--- config.mk ---
export PLATFORM = sky130hd
export DESIGN_NAME = wai_top
export DESIGN_NICKNAME = d
export VERILOG_FILES = /design/src/rtl/wai_pkg.sv /design/src/rtl/wai_pulse_timer.sv /design/src/rtl/wai_top.sv
export SDC_FILE = /design/constraint.sdc
export NUM_CORES = 1
export LEC_CHECK = 0
export BUFFER_PORTS_ARGS = -buffer_cell sky130_fd_sc_hd__buf_4
export CAP_MARGIN = 15
export CORE_MARGIN = 2
export CORE_UTILIZATION = 45
export CTS_BUF_LIST = sky130_fd_sc_hd__clkbuf_4 sky130_fd_sc_hd__clkbuf_8
export DETAILED_ROUTE_END_ITERATION = 7
export GPL_TIMING_DRIVEN = 0
export PLACE_DENSITY = 0.81
export SYNTH_ARGS = -nofsm -noshare
export SYNTH_HDL_FRONTEND = slang
export SYNTH_SLANG_ARGS = --single-unit
export TNS_END_PERCENT = 10
--- constraint.sdc ---
create_clock -name core_clk -period 2.4 [get_ports core_clk]
set_input_delay 0.12 -clock core_clk [delete_from_list [all_inputs] [get_ports core_clk]]
set_output_delay 0.12 -clock core_clk [all_outputs]
set_load 0.005 [all_outputs]
--- src/rtl/wai_pkg.sv ---
// Constants, register map and carrier types for the weld automation I/O block.
// Assumes a 200 MHz core clock and an Avalon-MM slave with 32-bit data.
// Function
// - Bad output asserts when any measurement crosses a rejection limit.
// - Good output asserts when no measurement crosses a rejection limit.
// - Suspect function asserts when a measurement crosses a suspect limit.
// - Cycle-active function asserts as soon as the welding cycle begins.
// - In maintained mode, cycle-active drops once hold phase has finished.
// - Ultrasound-active function asserts during weld, scrub and afterburst energy.
// - Hold-phase function asserts for the whole hold phase.
// - Ready asserts when the hold phase completes.
// - Afterburst and press return start only after ready is asserted.
// - Network function asserts while the device is an active network node.
// - Initiate must release before cycle end; still active at start raises error 212.
// - Normally-open stop closed ends the cycle, valves off until released.
// - Normally-closed stop open ends the cycle, valves off until closed again.
// - Stopped cycles are not counted in the part count.
// - Press inhibit closed keeps press valves off during a cycle.
// - Output polarity selectable; active-high closes switch; active-high default.
// - Maintained mode holds results from cycle completion to next initiate; default. The code clears them at the next accepted start_req or on any stop.
// - Pulsed mode drives each result as one 100 ms pulse at cycle end.
package wai_pkg;

  localparam int unsigned CLK_HZ          = 200_000_000;
  localparam int unsigned HOLD_MS         = 100;
  localparam int unsigned HOLD_CYC        = CLK_HZ / 1000 * HOLD_MS;

  localparam logic [3:0]  REG_CTRL        = 4'h0;
  localparam logic [3:0]  REG_STATUS      = 4'h1;
  localparam logic [3:0]  REG_COUNT       = 4'h2;
  localparam logic [3:0]  REG_ERROR       = 4'h3;

  localparam int unsigned CTRL_POL_LOW    = 0;
  localparam int unsigned CTRL_PULSED     = 1;
  localparam int unsigned CTRL_ALT_LSB    = 2;
  localparam int unsigned CTRL_RDY_LSB    = 4;
  localparam int unsigned CTRL_NET_ACT    = 6;
  localparam logic [31:0] CTRL_RESET      = 32'h0000_0000;

  localparam logic [15:0] ERR_AUTO_ACTIVE = 16'h00D4;

  typedef enum logic [1:0] {
    ALT_SUSPECT = 2'h0,
    ALT_IN_CYCLE = 2'h1,
    ALT_SONICS = 2'h2,
    ALT_IN_HOLD = 2'h3
  } wai_alt_type;

  typedef enum logic [1:0] {
    RDY_READY = 2'h0,
    RDY_NETWORK = 2'h1,
    RDY_SONICS = 2'h2,
    RDY_RSVD = 2'h3
  } wai_rdy_type;

  // Weld sequence phases, Gray from idle through afterburst to home
  typedef enum logic [2:0] {
    PH_IDLE  = 3'h0,
    PH_WELD  = 3'h1,
    PH_HOLD  = 3'h3,
    PH_AFTER = 3'h2,
    PH_HOME  = 3'h6
  } wai_phase_type;

  typedef struct packed {
    logic initiate;
    logic stop_no;
    logic stop_nc_closed;
    logic inhibit;
  } wai_contacts_type;

  typedef struct packed {
    logic bad;
    logic suspect_pos;
    logic good;
    logic ready_pos;
  } wai_outputs_type;

  typedef struct packed {
    logic        sonics;
    logic        valves;
    logic        afterburst;
    logic        press_return;
  } wai_drive_type;

endpackage

--- src/rtl/wai_pulse_timer.sv ---
// One-shot timer: holds busy for a fixed number of core clock cycles.
// Assumes start is a single-cycle pulse in the core clock domain.
`timescale 1ns/1ps
module wai_pulse_timer
  import wai_pkg::*;
#(
  parameter int unsigned CYCLES = HOLD_CYC
) (
  input  wire logic core_clk,
  input  wire logic resetn,
  input  wire logic start,
  output logic      busy
);

  localparam int unsigned CW = $clog2(CYCLES + 1);

  logic [CW-1:0] cnt_r;

  // Restart on a new start extends the pulse
  always_ff @(posedge core_clk or negedge resetn) begin
    if (!resetn) begin
      cnt_r <= '0;
    end else if (start) begin
      cnt_r <= CW'(CYCLES);
    end else if (cnt_r != '0) begin
      cnt_r <= cnt_r - CW'(1);
    end
  end

  assign busy = (cnt_r != '0);

endmodule

--- src/rtl/wai_top.sv ---
// Weld automation I/O: result/phase outputs, contact inputs, Avalon-MM registers.
// Assumes contact inputs are debounced, active high and synchronous to core_clk.
//
// The Avalon-MM slave port and the register offsets are this design's own decisions.
`timescale 1ns/1ps
module wai_top
  import wai_pkg::*;
#(
  parameter int unsigned PULSE_CYC = HOLD_CYC
) (
  input  wire logic             core_clk,
  input  wire logic             resetn,
  input  wire logic [3:0]       avs_address,
  input  wire logic             avs_read,
  input  wire logic             avs_write,
  input  wire logic [31:0]      avs_writedata,
  input  wire logic [3:0]       avs_byteenable,
  output logic [31:0]           avs_readdata,
  output logic                  avs_waitrequest,
  input  wire wai_contacts_type contacts,
  input  wire logic             start_req,
  input  wire logic             weld_done,
  input  wire logic             hold_done,
  input  wire logic             after_done,
  input  wire logic             home_done,
  input  wire logic             use_afterburst,
  input  wire logic             meas_valid,
  input  wire logic             meas_bad,
  input  wire logic             meas_suspect,
  output wai_outputs_type       sw_close,
  output wai_drive_type         drive,
  output logic                  error_212
);

  logic [31:0]    ctrl_r;
  logic [15:0]    part_count_r;
  logic [15:0]    error_code_r;
  wai_phase_type  phase_r;
  logic           bad_r;
  logic           suspect_r;
  logic           result_valid_r;
  logic           pulse_start_r;
  logic           pulse_busy;
  logic           ack_r;
  logic           ready_r;
  wai_outputs_type raw;
  wai_alt_type    alt_sel;
  wai_rdy_type    rdy_sel;
  logic           stop_any;
  logic           in_cycle;
  logic           sonics_on;
  logic           pulsed;
  logic           start_ok;
  logic           result_on;

  assign alt_sel  = wai_alt_type'(ctrl_r[CTRL_ALT_LSB +: 2]);
  assign rdy_sel  = wai_rdy_type'(ctrl_r[CTRL_RDY_LSB +: 2]);
  assign pulsed   = ctrl_r[CTRL_PULSED];
  assign stop_any = contacts.stop_no | ~contacts.stop_nc_closed;
  assign in_cycle = (phase_r != PH_IDLE);
  assign sonics_on = (phase_r == PH_WELD) | (phase_r == PH_AFTER);
  assign start_ok = start_req & ~stop_any & (phase_r == PH_IDLE);

  function automatic logic [31:0] merge_be(input logic [31:0] old_v, input logic [31:0] new_v,
                                           input logic [3:0] be);
    logic [31:0] r;
    r = old_v;
    for (int i = 0; i < 4; i++) begin
      if (be[i]) begin
        r[i*8 +: 8] = new_v[i*8 +: 8];
      end
    end
    return r;
  endfunction

  // Single wait state: every access answers on its second cycle
  always_ff @(posedge core_clk or negedge resetn) begin
    if (!resetn) begin
      ack_r <= 1'b0;
    end else begin
      ack_r <= (avs_read | avs_write) & ~ack_r;
    end
  end

  always_ff @(posedge core_clk or negedge resetn) begin
    if (!resetn) begin
      avs_waitrequest <= 1'b1;
    end else begin
      avs_waitrequest <= ~((avs_read | avs_write) & ~ack_r);
    end
  end

  always_ff @(posedge core_clk or negedge resetn) begin
    if (!resetn) begin
      ctrl_r <= CTRL_RESET;
    end else if (avs_write && ack_r && avs_address == REG_CTRL) begin
      ctrl_r <= merge_be(ctrl_r, avs_writedata, avs_byteenable) & 32'h0000_007F;
    end
  end

  always_ff @(posedge core_clk or negedge resetn) begin
    if (!resetn) begin
      avs_readdata <= 32'h0000_0000;
    end else if (avs_read && !ack_r) begin
      unique case (avs_address)
        REG_CTRL:   avs_readdata <= ctrl_r;
        REG_STATUS: avs_readdata <= {21'h0, error_212, phase_r, sw_close, ready_r, in_cycle, stop_any};
        REG_COUNT:  avs_readdata <= {16'h0, part_count_r};
        REG_ERROR:  avs_readdata <= {16'h0, error_code_r};
        default:    avs_readdata <= 32'h0000_0000;
      endcase
    end
  end

  // Weld sequence; stop aborts from any phase
  always_ff @(posedge core_clk or negedge resetn) begin
    if (!resetn) begin
      phase_r <= PH_IDLE;
    end else if (stop_any) begin
      phase_r <= PH_IDLE;
    end else begin
      unique case (phase_r)
        PH_IDLE:  if (start_ok) phase_r <= PH_WELD;
        PH_WELD:  if (weld_done) phase_r <= PH_HOLD;
        PH_HOLD:  if (hold_done) phase_r <= use_afterburst ? PH_AFTER : PH_HOME;
        PH_AFTER: if (after_done) phase_r <= PH_HOME;
        PH_HOME:  if (home_done) phase_r <= PH_IDLE;
        default:  phase_r <= PH_IDLE;
      endcase
    end
  end

  // Ready is set at hold completion, before afterburst or press return
  always_ff @(posedge core_clk or negedge resetn) begin
    if (!resetn) begin
      ready_r <= 1'b0;
    end else if (start_ok || stop_any) begin
      ready_r <= 1'b0;
    end else if (phase_r == PH_HOLD && hold_done) begin
      ready_r <= 1'b1;
    end
  end

  // Initiate still closed at start is flagged; next clean start clears it
  always_ff @(posedge core_clk or negedge resetn) begin
    if (!resetn) begin
      error_212    <= 1'b0;
      error_code_r <= 16'h0000;
    end else if (start_ok) begin
      error_212    <= contacts.initiate;
      error_code_r <= contacts.initiate ? ERR_AUTO_ACTIVE : 16'h0000;
    end
  end

  // Limit crossings gathered over the sequence
  always_ff @(posedge core_clk or negedge resetn) begin
    if (!resetn) begin
      bad_r     <= 1'b0;
      suspect_r <= 1'b0;
    end else if (start_ok) begin
      bad_r     <= 1'b0;
      suspect_r <= 1'b0;
    end else if (in_cycle && meas_valid) begin
      bad_r     <= bad_r | meas_bad;
      suspect_r <= suspect_r | meas_suspect;
    end
  end

  // Result published at normal cycle end; aborted cycles publish nothing
  always_ff @(posedge core_clk or negedge resetn) begin
    if (!resetn) begin
      result_valid_r <= 1'b0;
      pulse_start_r  <= 1'b0;
    end else begin
      pulse_start_r <= 1'b0;
      if (start_ok || stop_any) begin
        result_valid_r <= 1'b0;
      end else if (phase_r == PH_HOME && home_done) begin
        result_valid_r <= 1'b1;
        pulse_start_r  <= 1'b1;
      end
    end
  end

  always_ff @(posedge core_clk or negedge resetn) begin
    if (!resetn) begin
      part_count_r <= 16'h0000;
    end else if (!stop_any && phase_r == PH_HOME && home_done) begin
      part_count_r <= part_count_r + 16'h0001;
    end
  end

  wai_pulse_timer #(
    .CYCLES (PULSE_CYC)
  ) u_pulse (
    .core_clk (core_clk),
    .resetn   (resetn),
    .start    (pulse_start_r),
    .busy     (pulse_busy)
  );

  assign result_on = pulsed ? pulse_busy : result_valid_r;

  always_comb begin
    raw.bad  = result_on & bad_r;
    raw.good = result_on & ~bad_r;
    unique case (alt_sel)
      ALT_SUSPECT:  raw.suspect_pos = result_on & suspect_r;
      ALT_IN_CYCLE: raw.suspect_pos = pulsed ? in_cycle : (in_cycle & ~ready_r);
      ALT_SONICS:   raw.suspect_pos = sonics_on;
      ALT_IN_HOLD:  raw.suspect_pos = (phase_r == PH_HOLD);
    endcase
    unique case (rdy_sel)
      RDY_NETWORK: raw.ready_pos = ctrl_r[CTRL_NET_ACT];
      RDY_SONICS:  raw.ready_pos = sonics_on;
      default:     raw.ready_pos = ready_r;
    endcase
  end

  always_ff @(posedge core_clk or negedge resetn) begin
    if (!resetn) begin
      sw_close <= '0;
    end else begin
      sw_close <= ctrl_r[CTRL_POL_LOW] ? ~raw : raw;
    end
  end

  // Valves off on stop or inhibit; afterburst and return only after ready
  always_ff @(posedge core_clk or negedge resetn) begin
    if (!resetn) begin
      drive <= '0;
    end else begin
      drive.sonics       <= sonics_on & ~stop_any;
      drive.valves       <= in_cycle & (phase_r != PH_HOME) & ~stop_any & ~contacts.inhibit;
      drive.afterburst   <= (phase_r == PH_AFTER) & ready_r & ~stop_any;
      drive.press_return <= (phase_r == PH_HOME) & ready_r & ~stop_any & ~contacts.inhibit;
    end
  end

endmodule

* Word level (Yosys, flattened, before mapping)
Cells that the tools add are included.
** Storage, ports and cells
- Register bits after elaboration :: 115
- Bits in latches :: 0
- Memory bits (writable) :: 0
- Memory bits (read-only) :: 0
- Input bits :: 57
- Word-level logic and storage cells :: 120
- Memories :: 0
** Cells by class
- $add $sub $neg :: 2
- Multipliers :: 0
- Div/mod/pow operators :: 0
- Magnitude comparators :: 0
- Eq/ne operators :: 18
- Shift-type cells :: 0
- Mux-type cells :: 27
- Bitwise gates (word level) :: 29
- Reductions and logical operators :: 22
** Operator list (count)
- 16-bit one-hot mux with 4 select lines :: 1
- 25-bit 2-to-1 mux :: 2
- 25-bit nonzero test :: 1
- 25-bit by 1-bit subtractor with 25-bit output, second input constant :: 1
- 3-bit 2-to-1 mux :: 7
- 3-bit inequality test, second input constant :: 6
- 16-bit by 1-bit adder with 16-bit output, second input constant :: 1
- 1-bit AND :: 16
- 3-bit one-hot mux with 5 select lines :: 1
- 1-bit 2-to-1 mux :: 12
- 4-bit by 2-bit == test with 1-bit output, second input constant :: 2
- 1-bit logical AND :: 8
- 8-bit 2-to-1 mux :: 1
- 2-bit nonzero test :: 4
- 1-bit NOT :: 7
- 2-bit == test, second input constant :: 3
- 3-bit by 2-bit == test with 1-bit output, second input constant :: 2
- 1-bit bitwise OR :: 5
- 5-bit AND reduction :: 1
- 2-bit by 1-bit == test with 1-bit output, second input constant :: 2
- 4-bit by 1-bit == test with 1-bit output, second input constant :: 1
- 4-bit logical NOT :: 1
- 4-bit 2-to-1 mux :: 1
- 4-bit NOT :: 1
- other kinds (10) :: 11

* Depth between registers and ports, before layout
Gate-level depths: netlist (run 1).
- Depth in word-level cells :: 8
- Mapped depth :: 7
- Gate-level depth less buffers :: 6

* Modules after synthesis
From an unflattened synthesis (run 1), not the netlist that was laid out.
** Second synthesis, totals
- Cell total of the unflattened synthesis :: 408
- Area total of the unflattened synthesis :: 4266.6 sq um
** Modules (own cells, without submodules)
- wai_top :: times used 1, cells an instance 259, area each 2842.7 sq um
- wai_pulse_timer :: times used 1, cells an instance 149, area each 1423.9 sq um

* Worst setup path before layout (run 1)
OpenSTA, ideal clock, no wires.
- Path kind :: register to register
- From :: register u_pulse.cnt_r[15]
- To :: register u_pulse.cnt_r[23]
- Setup time :: 0.128 ns
- Data arrival time :: 2.243 ns
- Data required time :: 2.272 ns
- Path slack :: 0.030 ns
- Cell stages (with the launch flop) :: 7
- Path buffers :: 2
- Path through :: dfrtp_1 or4_4 buf_6 or4_1 buf_2 nor4_1 mux2_1
** On the way
- Word-level cells in the longest chain between the ends :: 3
- Elaborated cells between the ends (all ways) :: 5
** Ends and longest elaborated chain
- from (decl) :: line wai_pulse_timer.sv:17 : logic [CW-1:0] cnt_r;
- from (signal assigned) :: line wai_pulse_timer.sv:24 : cnt_r <= CW'(CYCLES);
- from (signal assigned) :: line wai_pulse_timer.sv:26 : cnt_r <= cnt_r - CW'(1);
- 25-bit by 1-bit subtractor with 25-bit output :: line wai_pulse_timer.sv:26
- 25-bit 2-to-1 mux :: line wai_pulse_timer.sv:25 : end else if (cnt_r != '0) begin
- 25-bit 2-to-1 mux :: line wai_pulse_timer.sv:23 : end else if (start) begin
Parallel ways exist; a longest one is shown, timed or not. The select of a mux whose other input is x is not followed.
A chain may end at the register's enable or synchronous reset.

* Worst setup path after layout (run 1)
- From :: register u_pulse.cnt_r[9]
- To :: register u_pulse.cnt_r[10]
Same word-level chain as after synthesis.

==> impl_metrics.json, run 1 <==
{
  "syn_to_final_growth_pct": 23.64,
  "p_leak_nw": 2.400,
  "p_per_area_nw_per_um2": 678.2,
  "insertion_delay_ns": 0.37,
  "core_um2": 9328,
  "dp_hpwl_um": 7495,
  "route.vias.total": 3755,
  "gp_congestion": 0.8935,
  "worstPathArrival_ns": 2.64,
  "critPathLaunchType": "flip-flop",
  "antenna_found_initial": 0,
  "grt_overflow": 0,
  "hold-path-cell-count": 2,
  "required_ns": 2.62,
  "start_util_pct": 46.75,
  "r2r-start": "u_pulse.cnt_r[9]$_DFFE_PN0P_",
  "final_common_cell": "dfrtp_1",
  "drive_above_1_share_pct": 23.96,
  "post_drt_wl_per_cell_um": 15.95,
  "drt_iter0_markers": 311,
  "grt_usage_pct": 20.64,
  "ys_types": 55,
  "grt_pass1_wl_um": 16970,
  "path_clk_slew_ns": 0.09,
  "run_status": "complete, but fails checks",
  "fin_ws_ns": -0.01921,
  "wirelength_um": 10510,
  "cts-root-buf": "clkbuf_8",
  "ys_async_sr_fraction_pct": 100.0,
  "synthTopCellsByArea": "dfrtp_1 (47%), mux2_2 (3.4%), nor2_1 (3.0%)",
  "power_mw": 3.656,
  "clock-sinks": 83,
  "cts_inserted_buffers": 9,
  "use_met3_pct": 3.352,
  "synth.largest_area_cell": "dfrtp_1",
  "grt_pass1_vias": 3574,
  "ant_nets": 0,
  "rsz0062_at_grt": "yes",
  "skew_ns": 0.01255,
  "end_kind": "flip-flop",
  "tns_ns": -0.02232,
  "dr.pass1.iters": 5,
  "holdPathEnd": "ctrl_r[0]$_DFFE_PN0P_",
  "mappedNetlistArea_um2": 4360,
  "cts_tree": "done",
  "die_area_um2": 10490,
  "numPortBuffers": 54,
  "reg2reg_depth": 4,
  "drc": 0,
  "gr-usage-met1_pct": 28.00,
  "fp.dieH_um": 102.4,
  "setup_violations": 2,
  "fin_crit_sh_pct": 100.8,
  "worstMarginPinSlew_ns": 1.025,
  "grt.busiest_layer": "met2",
  "rows": 35,
  "grt_max_degree": 84,
  "synth_ff_type": "dfrtp_1",
  "hold_viol_final": 0,
  "relSlewSlack_pct": 31.64,
  "nets": 587,
  "yosysSeqAreaShare_pct": 47.66,
  "maxCapViolations": 0,
  "design_area_um2": 5391,
  "synth_top_area_share_pct": 47.06,
  "ir_drop_mv": 0.3502,
  "fillCellCount": 795,
  "placed_cells": 630,
  "fmax_mhz": 413.4,
  "synth_warnings": 0,
  "hold_start": "avs_writedata[0]",
  "hold_class": "input pin to flip-flop",
  "r2r_slack_ns": -0.02,
  "cts_buffer_depth": 2,
  "insertedDiodeCount": 0,
  "use_met2_pct": 33.63,
  "avgSynthCellArea_um2": 10.09,
  "die_w_um": 102.4,
  "final_cell_mix": "dfrtp_1 (82), buf_4 (76), nor2_1 (35), nand2_1 (31)",
  "fin_cells": 659,
  "finalMaxSlewViolations": 0,
  "placed_cell_area_um2": 4990,
  "critPathKind": "flip-flop to flip-flop",
  "synth-edff-count": 0,
  "ys_ff_latch": 83,
  "syn-instance-count": 432,
  "htreeDepth": 3,
  "crit_fanout": 8,
  "io_pins": 99,
  "reg2reg_to": "u_pulse.cnt_r[10]$_DFFE_PN0P_",
  "finalWorstPathRequiredPeriod_ns": 2.419,
  "via_per_inst": 5.698,
  "violations": "negative setup slack"
}
==> cell usage after synthesis, types with 2 or more instances <==
library cell	count
or2_2	3
nand3_1	9
o211ai_1	2
a2111oi_0	2
or3_1	7
or4_1	13
mux2_2	13
nand2b_1	4
dfrtp_1	82
a31oi_1	3
clkbuf_1	14
mux2i_1	10
a21oi_1	19
and4_1	2
a22oi_1	4
nand3b_1	3
inv_1	10
nor4_2	3
o31ai_1	6
o2111a_1	2
nor3b_1	2
mux4_2	3
a211oi_1	6
nor3_1	12
ha_1	5
xor2_1	5
buf_2	2
and3_1	2
and3b_1	3
a22o_1	8
nand4b_1	3
xnor2_1	14
nor2b_1	19
buf_4	16
nor4_1	9
nand4_1	10
a21boi_0	2
nand2_1	31
nor2_1	35
o21ai_0	19
==> report_power, final <==
part           leakage (nW)  switching, mW  internal, mW
clock network         0.116          0.560         0.605
registers              1.09          0.199          1.56
logic                  1.19          0.371         0.364
total                  2.40           1.13          2.53
==> worst max-delay path by stage <==
stage,start,end,slack (ns),cells past startpoint
2_1_floorplan,u_pulse.cnt_r[15]$_DFFE_PN0P_,u_pulse.cnt_r[23]$_DFFE_PN0P_,0.03,6
3_3_place_gp,u_pulse.cnt_r[9]$_DFFE_PN0P_,u_pulse.cnt_r[23]$_DFFE_PN0P_,-0.07,5
3_5_place_dp,u_pulse.cnt_r[9]$_DFFE_PN0P_,u_pulse.cnt_r[23]$_DFFE_PN0P_,-0.12,5
4_1_cts,u_pulse.cnt_r[17]$_DFFE_PN0P_,u_pulse.cnt_r[23]$_DFFE_PN0P_,-0.05,6
5_1_grt,u_pulse.cnt_r[9]$_DFFE_PN0P_,u_pulse.cnt_r[10]$_DFFE_PN0P_,-0.1,4
6_report,u_pulse.cnt_r[9]$_DFFE_PN0P_,u_pulse.cnt_r[10]$_DFFE_PN0P_,-0.02,4
==> routing by layer <==
metal  wire length, um  share of wire (%)
met1              4565                 43
met2              5048                 48
met3               731                7.0
met4               165                1.6
met5                 0                  0
==> flip-flops by register name, summed over array words and instances, names as in the netlist <==
| signal | count |
|---|---|
| u_pulse.cnt_r | 25 |
| avs_readdata | 16 |
| part_count_r | 16 |
| ctrl_r | 7 |
| drive | 4 |
| sw_close | 4 |
| phase_r | 3 |
| ack_r | 1 |
| avs_waitrequest | 1 |
| bad_r | 1 |
| error_code_r | 1 |
| pulse_start_r | 1 |
| ready_r | 1 |
| result_valid_r | 1 |
| suspect_r | 1 |
==> worst max-delay path, stage by stage (launching register included) <==
cell and delay [ns]:
dfrtp_1 0.42, or4_4 0.58, nor4_2 0.79, a2111oi_0 0.30, mux2i_1 0.18
==> cells by family (layout without fill, tap and decap cells) <==
group	after synthesis	after routing	synth area share [%]
and+or+nand+nor	174	174	22.24
DFF	83	83	47.66
AOI/OAI and AO/OA	79	79	11.91
buffers and inverters	44	127	5.395
muxes	27	27	7.460
xor gates and xnor gates	19	19	3.816
adders and majority gates	5	5	1.435
other	1	16	0.08600
==> final cells by class <==
cell class | count | area [um2] | share of cell area (%)
Multi-Input combinational cell | 320 | 2163 | 40.13
Sequential cell | 83 | 2078 | 38.55
Timing Repair Buffer | 68 | 530.5 | 9.840
Buffer | 33 | 192.7 | 3.574
Tap cell | 129 | 161.4 | 2.994
Clock buffer | 9 | 123.9 | 2.298
Clock inverter | 7 | 103.9 | 1.926
Inverter | 10 | 37.54 | 0.6962
==> through the flow <==
step | util [%] | hold slack (ns) | setup WS (ns)
after floorplan | - | -0.1756 | 0.02951
final | 57.80 | 0.001737 | -0.01921
after detailed placement | 53.49 | 0.3032 | -0.1174
after global placement | 53.43 | 0.3013 | -0.06718
after CTS | 56.89 | 0.0007834 | -0.05173
after global routing | 57.80 | 0.0003498 | -0.09996
==> timing repair <==
action / 4_1_cts / 5_1_grt
hold endpoints to repair: 89 / 1
setup buffers: 0 / 6
cloned: 0 / 0
pin swaps: 0 / 4
gates resized for setup: 4 / 9
hold buffers: 7 / 1
endpoints found under the setup margin: 15 / 16
(Power assumes the default switching activity.)
==> run 2, diff against run 1 <==
- PLACE_DENSITY: 0.81 -> 0.78
- clock period: 2.4 -> 2.5 ns (I/O delays scaled with it)
==> impl_metrics.json, run 2 (synthesis results as in run 1) <==
{
  "grt_max_degree": 84,
  "numPortBuffers": 54,
  "wirelength_um": 10040,
  "drive_above_1_share_pct": 22.46,
  "start_util_pct": 46.75,
  "clock-sinks": 83,
  "critPathKind": "flip-flop to flip-flop",
  "cts_tree": "done",
  "crit_slowest_cell": "or4_4",
  "ant_nets": 0,
  "reg2reg_to": "u_pulse.cnt_r[23]$_DFFE_PN0P_",
  "via_per_inst": 5.532,
  "p_per_area_nw_per_um2": 647.1,
  "htreeDepth": 3,
  "crit_fanout": 9,
  "fin_ws_ns": 0.04802,
  "dp_hpwl_um": 7267,
  "antenna_found_initial": 0,
  "p_leak_nw": 2.352,
  "setup_violations": 0,
  "r2r-start": "u_pulse.cnt_r[15]$_DFFE_PN0P_",
  "grt_pass1_wl_um": 16770,
  "gr-usage-met1_pct": 29.06,
  "grt_usage_pct": 20.14,
  "hold_class": "input pin to flip-flop",
  "drt_iter0_markers": 218,
  "skew_ns": 0.01044,
  "post_drt_wl_per_cell_um": 15.45,
  "cts_inserted_buffers": 9,
  "fin_crit_sh_pct": 98.08,
  "holdPathEnd": "ctrl_r[2]$_DFFE_PN0P_",
  "critical_path.max_stage_delay_ns": 0.52,
  "nets": 579,
  "hold_start": "avs_writedata[2]",
  "maxCapViolations": 0,
  "finalWorstPathRequiredPeriod_ns": 2.452,
  "grt_pass1_vias": 3468,
  "hold_viol_final": 0,
  "design_area_um2": 5291,
  "io_pins": 99,
  "core_um2": 9328,
  "final_common_cell": "dfrtp_1",
  "end_kind": "flip-flop",
  "r2r_slack_ns": 0.05,
  "placed_cell_area_um2": 4990,
  "fp.dieH_um": 102.4,
  "cts-root-buf": "clkbuf_8",
  "use_met3_pct": 2.052,
  "cp_cell_sequence": "or4_4 -> buf_6 -> or4_1 -> buf_2 -> nor4_4 -> mux2_1",
  "die_area_um2": 10490,
  "finalMaxSlewViolations": 0,
  "syn_to_final_growth_pct": 21.35,
  "die_w_um": 102.4,
  "rsz0062_at_grt": "yes",
  "critPathLaunchType": "flip-flop",
  "use_met2_pct": 31.83,
  "path_clk_slew_ns": 0.08,
  "hold-path-cell-count": 2,
  "ir_drop_mv": 0.3281,
  "fmax_mhz": 407.8,
  "grt_overflow": 0,
  "largest_reg_flops": 25,
  "insertion_delay_ns": 0.35,
  "relSlewSlack_pct": 29.98,
  "rows": 35,
  "cts_setup_buffers": 0,
  "drc": 0,
  "route.vias.total": 3596,
  "insertedDiodeCount": 0,
  "largest_registers": "u_pulse.cnt_r x25, avs_readdata x16, part_count_r x16",
  "run_status": "finished, final reports clean",
  "gp_congestion": 0.9085,
  "top_register": "u_pulse.cnt_r",
  "reg2reg_depth": 6,
  "tns_ns": 0,
  "grt.busiest_layer": "met2",
  "final_cell_mix": "dfrtp_1 (82), buf_4 (70), nor2_1 (35), nand2_1 (31)",
  "preCtsSetupSlack_ns": -0.05943,
  "required_ns": 2.73,
  "worstMarginPinSlew_ns": 1.042,
  "dr.pass1.iters": 4,
  "worstPathArrival_ns": 2.68,
  "cts_buffer_depth": 2
}
-- run 2: critical path: cells and delay by family, from the launching register on --
kind | cells | cell delay [ns]
simple gates | 3 | 1.22
flops | 1 | 0.42
mux | 1 | 0.34
buf+inv | 2 | 0.34
-- run 2: what timing repair did --
action / 4_1_cts / 5_1_grt
hold buffers: 4 / 1
pin swaps: 0 / 0
endpoints found under the hold margin: 31 / 1
endpoints found under the setup margin: 2 / 4
gates resized for setup: 2 / 4
-- run 2: final cells by class --
type	instances	area (um2)
Clock buffer	9	123.9
Inverter	10	37.54
Fill cell	804	4036
Multi-Input combinational cell	320	2146
Sequential cell	83	2078
Tap cell	129	161.4
Timing Repair Buffer	59	455.4
Clock inverter	6	91.34
Buffer	34	197.7
-- run 2: how the worst max path moves through the flow --
stage	cells past startpoint	start	end
6_report	6	u_pulse.cnt_r[15]$_DFFE_PN0P_	u_pulse.cnt_r[23]$_DFFE_PN0P_
3_3_place_gp	5	u_pulse.cnt_r[9]$_DFFE_PN0P_	u_pulse.cnt_r[23]$_DFFE_PN0P_
2_1_floorplan	6	u_pulse.cnt_r[15]$_DFFE_PN0P_	u_pulse.cnt_r[23]$_DFFE_PN0P_
4_1_cts	6	u_pulse.cnt_r[17]$_DFFE_PN0P_	u_pulse.cnt_r[23]$_DFFE_PN0P_
5_1_grt	6	u_pulse.cnt_r[15]$_DFFE_PN0P_	u_pulse.cnt_r[23]$_DFFE_PN0P_
3_5_place_dp	6	u_pulse.cnt_r[15]$_DFFE_PN0P_	u_pulse.cnt_r[1]$_DFFE_PN0P_
-- run 2: layer usage --
metal	vias to the layer above	share of wire [%]	wire length, um
li1	1710	-	-
met1	1746	48	4798
met2	126	46	4604
met3	14	4.9	488
met4	0	1.5	151
met5	-	0	0
-- run 2: stage by stage --
stage	total power, mW	hold WS [ns]	instances	utilization [%]
3_3_place_gp	2.308	0.3069	630	53.43
2_1_floorplan	2.093	-0.1706	447	-
6_report	3.424	0.02461	650	56.73
4_1_cts	3.407	0.001764	649	56.36
5_1_grt	3.606	0.02089	650	56.73
3_5_place_dp	2.350	0.3098	630	53.49
-- run 2: power breakdown --
part           total [mW]  internal [mW]  leakage [nW]  switching (mW)
Combinational       0.691          0.337          1.15           0.354
Clock                1.05          0.561         0.109           0.485
Sequential           1.69           1.50          1.09           0.192
Total                3.42           2.39          2.35            1.03
